===== src/hw/sos_regs.svh =====
/*
 * Constants of the operating-state sequencer: clock rate, boot and escalation
 * timing, reset values of the pin and control outputs.
 * Assumes a single 50 MHz system clock; included by bare name.
 */
`ifndef SOS_REGS_SVH
`define SOS_REGS_SVH

// ****************************************
// Clock and timing
// ****************************************
`define SOS_CLK_MHZ 50
`define SOS_COLD_BOOT_NS 10000
`define SOS_COLD_BOOT_CYC ((`SOS_COLD_BOOT_NS * `SOS_CLK_MHZ + 999) / 1000)
`define SOS_NMI_WAIT_NS 200000
`define SOS_NMI_WAIT_CYC ((`SOS_NMI_WAIT_NS * `SOS_CLK_MHZ + 999) / 1000)
`define SOS_WARM_PULSE_NS 1000
`define SOS_WARM_PULSE_CYC ((`SOS_WARM_PULSE_NS * `SOS_CLK_MHZ + 999) / 1000)

// ****************************************
// Reset values
// ****************************************
`define SOS_PIN_IDLE 1'b1
`define SOS_MEM_SECURE_RST 1'b1
`define SOS_ACT_OFF_RST 1'b1

`endif


===== src/hw/sos_pkg.sv =====
/*
 * Types of the operating-state sequencer.
 * Assumes nothing beyond a SystemVerilog compiler.
 */
package sos_pkg;

    // Operating states, Gray coded along the boot path
    typedef enum logic [2:0] {
        SOS_RESET = 3'b000,
        SOS_COLD = 3'b001,
        SOS_WARM = 3'b011,
        SOS_PREOP = 3'b010,
        SOS_OPER = 3'b110,
        SOS_SAFE = 3'b111
    } sos_state_t;

endpackage


===== src/hw/sos_sync.sv =====
/*
 * Two-stage synchroniser for pin inputs.
 * Assumes d is asynchronous to clk; only stage two is read outside.
 */
`timescale 1ns/1ps
module sos_sync #(
    parameter int WIDTH = 1,
    parameter logic [WIDTH-1:0] RST_VAL = '0
) (
    input wire logic clk, // System clock
    input wire logic rst_b, // Async reset, active low
    input wire logic [WIDTH-1:0] d, // Asynchronous input
    output logic [WIDTH-1:0] q // Synchronised output
);

    logic [WIDTH-1:0] meta_q;

    // Two flops in a row
    always_ff @(posedge clk or negedge rst_b) begin
        if (!rst_b) begin
            meta_q <= RST_VAL;
            q <= RST_VAL;
        end else begin
            meta_q <= d;
            q <= meta_q;
        end
    end

endmodule


===== src/hw/sos_timer.sv =====
/*
 * Run-length timer: done is high while run has lasted CYCLES cycles.
 * Assumes run is from the clk domain; dropping run restarts the count.
 */
`timescale 1ns/1ps
module sos_timer #(
    parameter int CYCLES = 16
) (
    input wire logic clk, // System clock
    input wire logic rst_b, // Async reset, active low
    input wire logic run, // Count while high
    output logic done // Count reached
);

    localparam int W = $clog2(CYCLES + 1);
    localparam logic [W-1:0] LAST = W'(CYCLES - 1);

    logic [W-1:0] cnt_q;

    if (CYCLES < 1) begin : g_chk
        $error("sos_timer: CYCLES must be at least 1");
    end

    assign done = run && (cnt_q == LAST);

    // Saturating counter, cleared when idle
    always_ff @(posedge clk or negedge rst_b) begin
        if (!rst_b) begin
            cnt_q <= '0;
        end else if (!run) begin
            cnt_q <= '0;
        end else if (cnt_q != LAST) begin
            cnt_q <= cnt_q + W'(1);
        end
    end

endmodule


===== src/hw/sos_sequencer.sv =====
/*
 * Operating-state sequencer and fault-response grading of the device.
 * Assumes fault, boot and acknowledge inputs come from logic on clk; the
 * warm reset pin is open drain, read back through a synchroniser.
 */
`timescale 1ns/1ps
`include "sos_regs.svh"
module sos_sequencer #(
    parameter int NMI_WAIT_CYC = `SOS_NMI_WAIT_CYC,
    parameter int COLD_CYC = `SOS_COLD_BOOT_CYC,
    parameter int PULSE_CYC = `SOS_WARM_PULSE_CYC
) (
    input wire logic clk, // System clock, 50 MHz
    input wire logic rst_b, // Power-on reset, active low
    input wire logic warmResetPinIn, // Level seen on the warm reset pin
    output logic warmResetPinOut, // Value driven on the pin (always low)
    output logic warmResetPinOe, // High while pulling the pin low
    input wire logic faultIrq, // Fault wanting a CPU interrupt
    input wire logic faultNmi, // Level 2 fault: NMI and error status
    input wire logic faultCpuRst, // Fault wanting a CPU reset
    input wire logic faultWarmRst, // Fault wanting the warm reset pin
    input wire logic faultPowerDown, // Fault wanting external power-down
    input wire logic nmiAck, // CPU has serviced the NMI
    input wire logic errClear, // Software clears the error latch
    input wire logic secRelax, // Warm boot loosens memory security
    input wire logic bootDone, // Boot code hands over to customer code
    input wire logic selfTestPass, // Boot-time self-test passed
    input wire logic selfTestFail, // Boot-time self-test failed
    output sos_pkg::sos_state_t opState, // Current operating state
    output logic cpuResetN, // CPU reset, active low
    output logic coldInit, // Analog, control and debug init strobe
    output logic bootFromRom, // CPU fetches from boot ROM
    output logic memSecure, // All memories secured
    output logic cpuIrq, // CPU interrupt
    output logic cpuNmi, // Non-maskable interrupt pending
    output logic errorStatusOut, // Error-status pin, active high
    output logic actuatorOff, // Mission outputs forced inactive
    output logic powerDownReq // Ask supervisor to remove power
);
    import sos_pkg::*;

    // ****************************************
    // Checks and declarations
    // ****************************************
    if (NMI_WAIT_CYC < 2 || COLD_CYC < 1 || PULSE_CYC < 3) begin : g_chk
        $error("sos_sequencer: timing parameters too small");
    end

    sos_state_t state_q, state_d;
    logic pinSync;
    logic coldDone, nmiDone, pulseDone;
    logic resetReq, warmRstReq, enterWarm;
    logic cpuResetN_q, coldInit_q, bootFromRom_q, memSecure_q, memSecure_d;
    logic cpuIrq_q, cpuNmi_q, cpuNmi_d, errStatus_q, errStatus_d;
    logic actOff_q, pwrDown_q, pinOe_q, pinOe_d, pinOut_q;

    // ****************************************
    // Pin input and timers
    // ****************************************
    sos_sync #(
        .WIDTH(1),
        .RST_VAL(`SOS_PIN_IDLE)
    ) u_pin_sync (
        .clk(clk),
        .rst_b(rst_b),
        .d(warmResetPinIn),
        .q(pinSync)
    );

    sos_timer #(.CYCLES(COLD_CYC)) u_cold_tmr (
        .clk(clk),
        .rst_b(rst_b),
        .run(state_q == SOS_COLD),
        .done(coldDone)
    );

    sos_timer #(.CYCLES(NMI_WAIT_CYC)) u_nmi_tmr (
        .clk(clk),
        .rst_b(rst_b),
        .run(cpuNmi_q && !pinOe_q),
        .done(nmiDone)
    );

    sos_timer #(.CYCLES(PULSE_CYC)) u_pulse_tmr (
        .clk(clk),
        .rst_b(rst_b),
        .run(pinOe_q),
        .done(pulseDone)
    );

    // ****************************************
    // Fault grading and state decode
    // ****************************************
    // Pin low (outside or our own pulse) or CPU reset fault means reset
    assign resetReq = !pinSync || faultCpuRst;
    // Warm reset pin on request or on an NMI left unserviced
    assign warmRstReq = faultWarmRst || nmiDone;
    assign enterWarm = (state_d == SOS_WARM) && (state_q != SOS_WARM);

    // Next operating state
    always_comb begin
        state_d = state_q;
        if (resetReq) begin
            state_d = SOS_RESET;
        end else begin
            unique case (state_q)
                SOS_RESET: state_d = SOS_COLD;
                SOS_COLD: if (coldDone) state_d = SOS_WARM;
                SOS_WARM: if (bootDone) state_d = SOS_PREOP;
                SOS_PREOP: begin
                    if (selfTestFail || faultNmi) begin
                        state_d = SOS_SAFE;
                    end else if (selfTestPass) begin
                        state_d = SOS_OPER;
                    end
                end
                SOS_OPER: if (faultNmi) state_d = SOS_SAFE;
                SOS_SAFE: state_d = SOS_SAFE;
                default: state_d = SOS_RESET;
            endcase
        end
    end

    // Escalating responses: irq, nmi+error, cpu reset, warm pin, power
    // Pending NMI dies with the CPU reset, or it would re-escalate forever
    assign cpuNmi_d = faultNmi || (cpuNmi_q && !nmiAck && (state_q != SOS_RESET));
    assign errStatus_d = faultNmi || selfTestFail || (errStatus_q && !errClear);
    assign pinOe_d = warmRstReq || (pinOe_q && !pulseDone);
    assign memSecure_d = enterWarm || (state_d == SOS_RESET) || (state_d == SOS_COLD)
        || (memSecure_q && !(secRelax && state_q == SOS_WARM));

    // ****************************************
    // Registers
    // ****************************************
    // Operating state
    always_ff @(posedge clk or negedge rst_b) begin
        if (!rst_b) begin
            state_q <= SOS_RESET;
        end else begin
            state_q <= state_d;
        end
    end

    // Boot-phase outputs
    always_ff @(posedge clk or negedge rst_b) begin
        if (!rst_b) begin
            cpuResetN_q <= 1'b0;
            coldInit_q <= 1'b0;
            bootFromRom_q <= 1'b0;
            memSecure_q <= `SOS_MEM_SECURE_RST;
        end else begin
            cpuResetN_q <= (state_d != SOS_RESET) && (state_d != SOS_COLD);
            coldInit_q <= (state_d == SOS_COLD);
            bootFromRom_q <= (state_d == SOS_WARM);
            memSecure_q <= memSecure_d;
        end
    end

    // Fault responses
    always_ff @(posedge clk or negedge rst_b) begin
        if (!rst_b) begin
            cpuIrq_q <= 1'b0;
            cpuNmi_q <= 1'b0;
            errStatus_q <= 1'b0;
            actOff_q <= `SOS_ACT_OFF_RST;
            pwrDown_q <= 1'b0;
            pinOe_q <= 1'b0;
            pinOut_q <= 1'b0;
        end else begin
            cpuIrq_q <= faultIrq;
            cpuNmi_q <= cpuNmi_d;
            errStatus_q <= errStatus_d;
            actOff_q <= errStatus_d || (state_d != SOS_OPER);
            pwrDown_q <= pwrDown_q || faultPowerDown;
            pinOe_q <= pinOe_d;
            pinOut_q <= 1'b0;
        end
    end

    // Outputs straight from flops
    assign opState = state_q;
    assign cpuResetN = cpuResetN_q;
    assign coldInit = coldInit_q;
    assign bootFromRom = bootFromRom_q;
    assign memSecure = memSecure_q;
    assign cpuIrq = cpuIrq_q;
    assign cpuNmi = cpuNmi_q;
    assign errorStatusOut = errStatus_q;
    assign actuatorOff = actOff_q;
    assign powerDownReq = pwrDown_q;
    assign warmResetPinOe = pinOe_q;
    assign warmResetPinOut = pinOut_q;
endmodule


===== config.mk =====
export PLATFORM = sky130hd
export DESIGN_NAME = sos_sequencer
export DESIGN_NICKNAME = d
export VERILOG_FILES = /design/src/hw/sos_pkg.sv /design/src/hw/sos_sync.sv /design/src/hw/sos_timer.sv /design/src/hw/sos_sequencer.sv
export VERILOG_INCLUDE_DIRS = /design/src /design/src/hw
export SDC_FILE = /design/constraint.sdc
export NUM_CORES = 1
export LEC_CHECK = 0
export BUFFER_PORTS_ARGS = -buffer_cell sky130_fd_sc_hd__buf_2
export CAP_MARGIN = 25
export CORE_UTILIZATION = 56
export DETAILED_ROUTE_END_ITERATION = 16
export GPL_TIMING_DRIVEN = 1
export PLACE_DENSITY = 0.78
export SLEW_MARGIN = 20
export SYNTH_ARGS = -nofsm -noshare
export SYNTH_HDL_FRONTEND = slang
export SYNTH_SLANG_ARGS = --single-unit

===== constraint.sdc =====
create_clock -name clk -period 2.1 [get_ports clk]
set_input_delay 0.21 -clock clk [delete_from_list [all_inputs] [get_ports clk]]
set_output_delay 0.21 -clock clk [all_outputs]
set_load 0.05 [all_outputs]

-- Yosys cells after proc, flatten, opt, wreduce, memory -nomap -nowiden
Index checks and enable logic that the tools add are counted.
- flip-flop bits (word level): 44
- input bits: 14
- output and inout bits: 14
- reduce and logical (&&, ||, !) cells: 33
- mux-type cells: 13
- eq/ne operators: 19
- add/sub/neg operators: 3
- operators with widths (cell ; count):
    $mux W14 ; 2
    $mux W3 ; 6
    $mux W9 ; 2
    $pmux W3 S6 ; 1
    $add A14 B1 Y14 const B ; 1
    $eq A14 B14 Y1 const B ; 1
    $ne A14 B14 Y1 const B ; 1
    $logic_and A1 B1 Y1 ; 12
    $mux W6 ; 2
    $logic_or A1 B1 Y1 ; 11
    $add A9 B1 Y9 const B ; 1
    $eq A3 B2 Y1 const B ; 3
    $eq A9 B9 Y1 const B ; 1
    $ne A9 B9 Y1 const B ; 1
    $add A6 B1 Y6 const B ; 1
    $eq A3 B1 Y1 const B ; 2
    $eq A3 B3 Y1 const B ; 2
    $eq A6 B6 Y1 const B ; 1
    $logic_not A1 Y1 ; 6
    $logic_not A3 Y1 ; 2
    $ne A6 B6 Y1 const B ; 1
    $reduce_bool A3 Y1 ; 2
    $ne A2 B2 Y1 const B ; 2
    $ne A3 B1 Y1 const B ; 1
    3 further kinds ; 3

-- Logic depth before layout (Yosys ltp)
Gate-level depths: netlist of the first run.
- depth in word-level cells: 10
- mapped depth: 6
- depth with buffers taken out: 5

-- Modules after synthesis
From an unflattened synthesis of the first run, not the netlist that was laid out.
- cells, all modules: 210
- area, all modules: 2194.6 um^2
- modules (own cells, without submodules) (module ; times used ; area each (um^2) ; cells each ; sequential area each (um^2)):
    sos_timer (u_nmi_tmr) ; 1 ; 794.5 ; 78 ; 350.3
    sos_sequencer ; 1 ; 548.0 ; 50 ; 327.8
    sos_timer (u_cold_tmr) ; 1 ; 475.5 ; 48 ; 225.2
    sos_timer (u_pulse_tmr) ; 1 ; 324.1 ; 32 ; 150.1
    sos_sync ; 1 ; 52.6 ; 2 ; 52.6

-- Worst setup path before layout of the first run
Ideal clock, no wire load.
- path kind: register to register
- from: register u_cold_tmr.cnt_q[0]
- to: register bootFromRom_q, in the netlist bootFromRom
- clock period less this slack: 1.910 ns
- arrival: 1.843 ns
- setup slack: 0.190 ns
- required time: 2.033 ns
- cell stages (with the launch flop): 7
- cell sequence: dfrtp_1 ha_1 nand4_1 or4_1 buf_2 o41ai_4 and3_1
- longest elaborated chain between the ends: 6
- ends and longest elaborated chain (element ; RTL line ; RTL):
    from (decl) ; sos_timer.sv:18 ; logic [W-1:0] cnt_q;
    from (signal assigned) ; sos_timer.sv:33 ; cnt_q <= cnt_q + W'(1);
    $eq A9 B9 Y1 ; sos_timer.sv:24 ; assign done = run && (cnt_q == LAST);
    $logic_and A1 B1 Y1 ; sos_timer.sv:24 ;
    $mux W3 ; sos_sequencer.sv:108 ; SOS_COLD: if (coldDone) state_d = SOS_WARM;
    $pmux W3 S6 ; sos_sequencer.sv:106 ; unique case (state_q)
    $mux W3 ; sos_sequencer.sv:103 ; if (resetReq) begin
    named net state_d[1] ; sos_sequencer.sv:49 ; sos_state_t state_q, state_d;
    $eq A3 B2 Y1 ; sos_sequencer.sv:154 ; bootFromRom_q <= (state_d == SOS_WARM);
    to (signal assigned) ; sos_sequencer.sv:154 ;
    to (decl) ; sos_sequencer.sv:53 ; logic cpuResetN_q, coldInit_q, bootFromRom_q, memSecure_q, memSecure_d;
The timed path passes the listed nets, and every way through them passes these cells.
A chain may end at the register's enable or synchronous reset.

-- Worst setup path after layout of the first run
- from: register u_nmi_tmr.cnt_q[4]
- to: register u_nmi_tmr.cnt_q[0]
- longest elaborated chain between the ends: 2
- ends and longest elaborated chain (element ; RTL line ; RTL):
    from (decl) ; sos_timer.sv:18 ;
    from (signal assigned) ; sos_timer.sv:33 ;
    $ne A14 B14 Y1 ; sos_timer.sv:32 ; end else if (cnt_q != LAST) begin
    $ne A2 B2 Y1 (no line) ; - ;
Every way passes these cells.

==> metrics.txt, run 1 <==
outcome=finished clean; critical path arrival=approximately 2.2 ns; most common cell in the synthesized netlist=dfrtp_1; CP Cell Sequence=or4b_1 > or4_4 > xnor2_1 > nor2_1; Mapped Cells=199; reg2reg path depth=4; CTS root buffer=clkbuf_4; NumNets Final=250; clock sinks=44; max-cap violations=0; Max FO, Critical Path=7; VDD IR-drop max=0.415 mV; crit path capture type=register; leakage=1.03 nW; # port buffers=26; initial core utilization=between 60% and 70%; vias in the first global route=1,599; slowest CP cell=or4_4; hpwl dp=roughly 2700 um; RSZ-0062 raised after global routing=no; Vias=1,534; Layout Utilization=68.0%; clk_skew=around 0.016 ns; CTS tree=built; Die Height=62.5 um; drt first-iter violations=96; synthesized area=2050 um2; CTS clk-pin slew, worst paths=0.12 ns; Yosys cell types=42; fin. max-slew vios=0; Post-synth EDFFs=0; post-synthesis adder-cell area fraction=under 10%; Main synth FF type=dfrtp_1; detailed-route wire length=3720 um; vias per cell=5.50; antenna violations before repair=0; total negative setup slack=0 ns; I/O Pins=28; Hold Path Class=in -> reg; postcts setup bufs=0; Final Hold Vio Count=0; total grt overflow=0; Routed Antenna Nets=0; Yosys reg bits=44; Yosys top cell area share=48.8%; leading cell types by count after synthesis=dfrtp_1, nor2_1, nand3_1, xnor2_1, nand2_1; crit-path max cell delay=0.59 ns; hold_ws=0.0454 ns; Final min period=1.95 ns; Core Area=3420 um2; data required time at the worst endpoint=2.34 ns; Rows=21; final worst setup slack=0.152 ns; n_diodes=0; post-synthesis mux area share=0.976%; Fmax=a little over 500 MHz; post-place setup slack=0.132 ns; xor/xnor cell area share of the yosys netlist=7.26%; sequential area share after synthesis=53.9%; Final Total Pwr=1.36 mW; CTS buffer count=5; asr flop ratio synth=100%; # setup viols final=0; area leader, netlist=dfrtp_1; Area growth syn-to-layout=13.2%; Pre-Repair DR Iteration Count=6; Startpoint Class=register; largest family of logic cells by synthesized area=simple AND/OR/NAND/NOR gates; width of the die=62.5 um; Hold Crit Depth=2; compound-gate portion of the synthesized area=9.33%; proportion of layout cells with a drive suffix above 1=between 10% and 20%; syn_nets=217; slew at the pin with the worst max-slew slack=0.539 ns; DRC viols=0; CP Class=reg -> reg; Rel. slew slack=64.1%; final worst-path cycle share=roughly 93%; total number of yosys warnings=0; Avg Cell Area, Syn=10.3 um2; synth top area cells=dfrtp_1, xnor2_1, dfstp_2; wire length per cell=about 13 um; RePlAce Congestion=approximately 0.87; pwr/cell area=587 nW/um2; Overall Global Routing Usage=21.6%; simple-gate portion of the synthesized area=22.5%; first-pass GRT wire length=6550 um; clk buf depth=2; die area=3910 um2; pin count of the biggest net entering global routing=45; CTS H-tree depth=2; Clock Latency Late Sink=0.36 ns
[per-stage QoR]
stage               cells  area (um2)
CTS                   279        2310
detailed placement    268        2230
global route          279        2320
floorplan             199        2050
finish                279        2320
global placement      268        2230
[per-layer routing]
| metal | part of all wire, % | global-route usage (%) |
|---|---|---|
| met3 | 4.4 | 6.75 |
| met2 | 51 | 36.5 |
| met4 | 1.6 | 9.88 |
| met1 | 43 | 25.0 |
| met5 | 0 | 0 |
[kinds of logic (layout without fill, tap and decap cells)]
family	Yosys count	in the layout
flops	44	44
mux	2	2
fa+ha+maj	4	4
simple gates	88	88
buf+inv	15	49
xor+xnor	17	17
other cells	1	1
compound gates	28	28
[repair_timing]
item | in CTS | in global routing
endpoints found under the hold margin | 42 | 0
gates resized for setup | 0 | 1
hold buffers | 3 | 0
setup endpoints to repair | 0 | 3
[worst paths after layout]
kind	startpoint	end	slack, ns
min in group asynchronous	rst_b	u_pulse_tmr.cnt_q[4]$_DFFE_PN0P_	0.43
setup / recovery	u_nmi_tmr.cnt_q[4]$_DFFE_PN0N_	u_nmi_tmr.cnt_q[0]$_DFFE_PN0N_	0.15
setup reg to reg	u_nmi_tmr.cnt_q[4]$_DFFE_PN0N_	u_nmi_tmr.cnt_q[0]$_DFFE_PN0N_	0.15
hold / removal	faultPowerDown	powerDownReq$_DFF_PN0_	0.05
hold reg to reg	u_pin_sync.meta_q$_DFF_PN1_	u_pin_sync.q$_DFF_PN1_	0.36
max in group asynchronous	rst_b	actuatorOff$_DFF_PN1_	1.28
[state kept, by name, summed over array words and instances (netlist names), 3 cells and up]
signal and cells:
u_pulse_tmr.cnt_q 6, u_cold_tmr.cnt_q 9, u_nmi_tmr.cnt_q 14, opState 3
[power breakdown]
group / switching (mW) / total (mW) / internal [mW] / leakage, nW
sequential: 0.00648 / 0.864 / 0.858 / 0.563
clock: 0.252 / 0.418 / 0.165 / 0.0326
combinational: 0.0569 / 0.0822 / 0.0252 / 0.431
[layout by cell type, fill, tap and decap left out, types with 4 or more instances in the layout]
master and count:
nand3_1 13, nor3_1 6, clkbuf_4 5, and2_1 4, a21oi_1 9, or3_1 5, xor2_1 4, inv_1 9
xnor2_1 13, nor2_1 22, dfstp_2 4, nand2_1 12, nand2b_1 4, dfrtp_1 40, ha_1 4, and3_1 4
o21ai_0 10, buf_2 26, nand4_1 5
[layout make-up]
class	count	area (um2)
sequential	44	1110
fill	278	1090
multi-input combinational	140	883
timing repair buffer	32	183
clock buffer	8	58.8
tap	46	57.6
inverter	9	33.8
[worst max-delay path: cells and delay by family (launching register included)]
kind,cells,cell delay [ns]
xor gates and xnor gates,1,0.21
DFF,1,0.44
and+or+nand+nor,3,1.18
No activity file was read; power rests on OpenSTA's default activity.
==> inputs of run 2 (changes only) <==
CORE_ASPECT_RATIO = 0.8   (was default)
==> metrics.txt, run 2 (same netlist as run 1, synthesis figures left out) <==
outcome=finished clean (unchanged); clk_skew=0.00274 ns (was 0.0157 ns); Rows=19 (was 21); total grt overflow=0 (unchanged); fin. max-slew vios=0 (unchanged); commonest non-fill, non-tap cell in the layout=dfrtp_1 (unchanged); width of the die=69.7 um (was 62.5 um); Clock Latency Late Sink=0.29 ns (was 0.36 ns); CTS H-tree depth=2 (unchanged); pwr/cell area=670 nW/um2 (was 587 nW/um2); CP Class=reg -> reg (unchanged); Final Hold Vio Count=0 (unchanged); critical path arrival=2.12 ns (was 2.19 ns); Final min period=1.93 ns (was 1.95 ns); placed cells=265 (was 268); Core Area=3470 um2 (was 3420 um2); die area=3910 um2 (about the same); hpwl dp=2620 um (was 2680 um); slowest CP cell=or4_1 (was or4_4); CP bufs+invs=1 (was 0); Area growth syn-to-layout=15.0% (was 13.2%); Pre-Repair DR Iteration Count=6 (unchanged); CP Cell Sequence=ha_2 > nand4_1 > or4_1 > buf_4 > o41ai_1 (was or4b_1 > or4_4 > xnor2_1 > nor2_1); final std cells w/o fill=275 (was 279); Die Height=56.1 um (was 62.5 um); initial core utilization=59.1% (was 60.0%); RePlAce Congestion=0.802 (was 0.874); vias in the first global route=1,517 (was 1,599); CTS root buffer=clkbuf_8 (was clkbuf_4); Vias=1,503 (was 1,534); vias per cell=5.47 (was 5.50); Worst path depth=5 (was 4); Fmax=518 MHz (was 513 MHz); biggest regs=u_nmi_tmr.cnt_q (14), u_cold_tmr.cnt_q (9), u_pulse_tmr.cnt_q (6) (unchanged); max reg flops=14 (unchanged); reg2reg path depth=5 (was 4); Routed Antenna Nets=0 (unchanged); CTS tree=built (unchanged); # setup viols final=0 (unchanged); Max FO, Critical Path=5 (was 7); leakage=1.04 nW (was 1.03 nW); first-pass GRT wire length=6510 um (was 6550 um); DRC viols=0 (unchanged); Final Total Pwr=1.58 mW (was 1.36 mW); clk buf depth=2 (unchanged); wire length per cell=13.3 um (about the same); postcts setup bufs=0 (unchanged); antenna violations before repair=0 (unchanged); clock sinks=44 (unchanged); Hold Crit Depth=1 (was 2); CP delay by family, top=simple AND/OR/NAND/NOR gates (unchanged); NumNets Final=250 (unchanged); slew at the pin with the worst max-slew slack=0.510 ns (was 0.539 ns); pin count of the biggest net entering global routing=23 (was 45); total negative setup slack=0 ns (unchanged); crit-path max cell delay=0.55 ns (was 0.59 ns); Hold Path Class=in -> reg (unchanged); VDD IR-drop max=0.601 mV (was 0.415 mV); # port buffers=26 (unchanged); detailed-route wire length=3660 um (was 3720 um); FILL cells=273 (was 278); CTS buffer count=5 (unchanged); CTS clk-pin slew, worst paths=0.08 ns (was 0.12 ns); commonest non-fill, non-tap cells in the layout=dfrtp_1, buf_2, nor2_1 (unchanged); max-cap violations=0 (unchanged); Startpoint Class=register (unchanged); data required time at the worst endpoint=2.29 ns (was 2.34 ns); crit path capture type=register (unchanged); Rel. slew slack=66.0% (was 64.1%); final worst-path cycle share=91.9% (was 92.8%); RSZ-0062 raised after global routing=no (unchanged); hold_ws=0.0278 ns (was 0.0454 ns); Biggest register=u_nmi_tmr.cnt_q (unchanged); I/O Pins=28 (unchanged); proportion of layout cells with a drive suffix above 1=20.2% (was 19.3%); n_diodes=0 (unchanged); Overall Global Routing Usage=21.3% (was 21.6%); drt first-iter violations=95 (was 96)
## run 2: cell count changes in the layout (fill, tap and decap cells not counted)
cell,previous run,this run
clkinv_2,0,1
o41ai_2,1,0
ha_2,0,1
o41ai_1,0,1
clkbuf_4,5,0
buf_4,3,4
ha_1,4,3
dlygate4sd3_1,3,2
clkbuf_1,2,1
bufinv_16,0,1
clkbuf_8,1,5
## run 2: repair_timing
action | CTS | global route
hold buffers | 2 | 0
gates resized for setup | 0 | 1
hold endpoints to repair | 20 | 0
endpoints found under the setup margin | 0 | 4
## run 2: metrics by stage
| step | area [um2] | utilization (%) | setup slack (ns) |
|---|---|---|---|
| after floorplan | 2050 | - | 0.190 |
| after global placement | 2230 | 64.2 | 0.171 |
| after detailed placement | 2230 | 64.2 | 0.0855 |
| after CTS | 2360 | 67.9 | 0.0696 |
| after global routing | 2360 | 68.0 | 0.0238 |
| final | 2360 | 68.0 | 0.171 |
## run 2: final timing paths
check                                                 from                          endpoint  slack, ns
min reg2reg                    u_pin_sync.meta_q$_DFF_PN1_            u_pin_sync.q$_DFF_PN1_       0.36
min                                               faultIrq                  cpuIrq$_DFF_PN0_       0.03
max reg2reg                u_cold_tmr.cnt_q[0]$_DFFE_PN0N_               cpuResetN$_DFF_PN0_       0.17
max                        u_cold_tmr.cnt_q[0]$_DFFE_PN0N_               cpuResetN$_DFF_PN0_       0.17
max in group asynchronous                            rst_b       u_pin_sync.meta_q$_DFF_PN1_       1.10
min in group asynchronous                            rst_b  u_pulse_tmr.cnt_q[1]$_DFFE_PN0P_       0.39
## run 2: where the power goes
| part | internal, mW | switching (mW) | total (mW) |
|---|---|---|---|
| clock network | 0.353 | 0.281 | 0.634 |
| registers | 0.857 | 0.00674 | 0.864 |
| logic | 0.0255 | 0.0577 | 0.0832 |
| total | 1.24 | 0.346 | 1.58 |
## run 2: area by class of cell
type | instances | area, um2 | area share [%]
flip-flops and latches | 44 | 1110 | 46.9
multi-input cells | 140 | 878 | 37.2
repair buffers | 32 | 180 | 7.64
clock buffers | 6 | 72.6 | 3.08
well taps | 42 | 52.6 | 2.23
clock inverters | 2 | 35.0 | 1.49
inverters | 9 | 33.8 | 1.43
## run 2: layer usage
layer  routed length, um  vias to the layer above  track usage (%)
li1                    -                      750                -
met1                1760                      717             26.6
met2                1700                       30             34.1
met3                 152                        6             7.25
met4                  51                        0             9.14
met5                   0                        -                0
==> inputs of run 3 (changes only) <==
CAP_MARGIN = 20   (was 25)
CELL_PAD_IN_SITES_DETAIL_PLACEMENT = 1   (was default)
CELL_PAD_IN_SITES_GLOBAL_PLACEMENT = 1   (was default)
CORE_UTILIZATION = 44   (was 56)
PLACE_DENSITY = default   (was 0.78)
PLACE_DENSITY_LB_ADDON = 0.1   (was default)
==> metrics.txt, run 3 (same netlist as run 1, synthesis figures left out) <==
max reg flops=14 (unchanged); CTS H-tree depth=2 (unchanged); hold_ws=0.0993 ns (was 0.0278 ns); pin count of the biggest net entering global routing=24 (was 23); detailed-route wire length=4340 um (was 3660 um); width of the die=78.3 um (was 69.7 um); CTS clk-pin slew, worst paths=0.09 ns (was 0.08 ns); Final Hold Vio Count=0 (unchanged); final worst-path cycle share=94.6% (was 91.9%); n_diodes=0 (unchanged); # setup viols final=0 (unchanged); hpwl dp=3280 um (was 2620 um); leakage=1.04 nW (about the same); VDD IR-drop max=0.346 mV (was 0.601 mV); CTS root buffer=clkbuf_8 (unchanged); area of the multi-input gates=882 um2 (was 878 um2); antenna violations before repair=0 (unchanged); outcome=finished clean (unchanged); slew at the pin with the worst max-slew slack=0.546 ns (was 0.510 ns); initial core utilization=47.3% (was 59.1%); vias per cell=5.51 (was 5.47); die area=4940 um2 (was 3910 um2); DRC viols=0 (unchanged); drt first-iter violations=140 (was 95); FILL cells=496 (was 273); Pre-Repair DR Iteration Count=4 (was 6); I/O Pins=28 (unchanged); # port buffers=26 (unchanged); Final min period=1.99 ns (was 1.93 ns); postcts setup bufs=0 (unchanged); max-cap violations=0 (unchanged); crit path capture type=register (unchanged); RePlAce Congestion=0.772 (was 0.802); biggest regs=u_nmi_tmr.cnt_q (14), u_cold_tmr.cnt_q (9), u_pulse_tmr.cnt_q (6) (unchanged); data required time at the worst endpoint=2.27 ns (was 2.29 ns); Rel. slew slack=63.6% (was 66.0%); Clock Latency Late Sink=0.29 ns (about the same); total grt overflow=0 (unchanged); commonest non-fill, non-tap cells in the layout=dfrtp_1, buf_2, nor2_1 (unchanged); Max FO, Critical Path=5 (unchanged); wire length per cell=15.0 um (was 13.3 um); vias in the first global route=1,685 (was 1,517); Area growth syn-to-layout=15.9% (was 15.0%); Core Area=4340 um2 (was 3470 um2); Fmax=504 MHz (was 518 MHz); clock sinks=44 (unchanged); critical path arrival=2.16 ns (was 2.12 ns); NumNets Final=250 (unchanged); Rows=21 (was 19); RSZ-0062 raised after global routing=no (unchanged); CP Class=reg -> reg (unchanged); CTS tree=built (unchanged); Hold Path Class=in -> reg (unchanged); Biggest register=u_nmi_tmr.cnt_q (unchanged); Overall Global Routing Usage=20.2% (was 21.3%); commonest non-fill, non-tap cell in the layout=dfrtp_1 (unchanged); Seq. cell area=1110 um2 (unchanged); clk buf depth=2 (unchanged); total negative setup slack=0 ns (unchanged); Routed Antenna Nets=0 (unchanged); Vias=1,597 (was 1,503); Startpoint Class=register (unchanged); Die Height=63.1 um (was 56.1 um); CTS buffer count=5 (unchanged); pwr/cell area=618 nW/um2 (was 670 nW/um2); proportion of layout cells with a drive suffix above 1=20.6% (was 20.2%); fin. max-slew vios=0 (unchanged); first-pass GRT wire length=7820 um (was 6510 um); clk_skew=0.00606 ns (was 0.00274 ns)
## run 3: changes by cell type in the layout (fill, tap and decap cells not counted)
cell	change
or4_1	-1
bufinv_16	-1
buf_4	-2
clkinv_4	+1
buf_12	+1
or4_4	+1
clkinv_2	+1
dlygate4sd3_1	+1
clkbuf_1	-1
## run 3: final cells by class
| class | instances | share of cell area [%] |
|---|---|---|
| clock buffers | 5 | 2.90 |
| clock inverters | 3 | 0.790 |
| inverters | 9 | 1.42 |
| multi-input cells | 140 | 37.1 |
| flip-flops and latches | 44 | 46.6 |
| well taps | 57 | 3.00 |
| repair buffers | 32 | 8.21 |
## run 3: worst max-delay path: stages, from the launching register on
cell     delay, ns
dfrtp_1       0.42
ha_2          0.24
nand4_1       0.16
or4_4         0.54
buf_4         0.18
o41ai_1       0.33
## run 3: report_power, final
part | switching, mW | internal [mW] | leakage (nW)
combinational | 0.0587 | 0.0278 | 0.429
sequential | 0.00698 | 0.857 | 0.563
clock | 0.287 | 0.232 | 0.0479
total | 0.352 | 1.12 | 1.04
## run 3: what timing repair did
item / in CTS / in global routing
setup endpoints to repair: 0 / 4
gates resized for setup: 0 / 2
endpoints found under the hold margin: 18 / 2
hold buffers: 1 / 2
## run 3: routing by layer
metal  vias to the layer above  routed length [um]  track usage [%]
li1                        754                   -                -
met1                       808                2100             27.6
met2                        31                2070             32.2
met3                         4                 149             5.65
met4                         0                  20             4.40
met5                         -                   0                0
## run 3: through the flow
step                setup slack (ns)  instances  utilization [%]  instance area (um2)  total power [mW]
global placement               0.171        279             51.9                 2250             0.962
finish                         0.114        290             54.8                 2380              1.47
CTS                           0.0107        288             54.2                 2350              1.48
floorplan                      0.190        199                -                 2050             0.919
global route                 0.00281        290             54.8                 2380              1.54
detailed placement            0.0254        279             51.9                 2250             0.965
## run 3: path summary, 6_finish.rpt
check | startpoint | endpoint | slack (ns) | depth (start not counted)
worst max-delay path | u_cold_tmr.cnt_q[0]$_DFFE_PN0N_ | cpuResetN$_DFF_PN0_ | 0.11 | 5
worst min-delay path | faultPowerDown | powerDownReq$_DFF_PN0_ | 0.1 | 2
worst max register to register | u_cold_tmr.cnt_q[0]$_DFFE_PN0N_ | cpuResetN$_DFF_PN0_ | 0.11 | 5
worst min register to register | u_pin_sync.meta_q$_DFF_PN1_ | u_pin_sync.q$_DFF_PN1_ | 0.36 | 0
max in group asynchronous | rst_b | opState[2]$_DFF_PN0_ | 1.17 | 3
min in group asynchronous | rst_b | u_nmi_tmr.cnt_q[8]$_DFFE_PN0N_ | 0.43 | 2
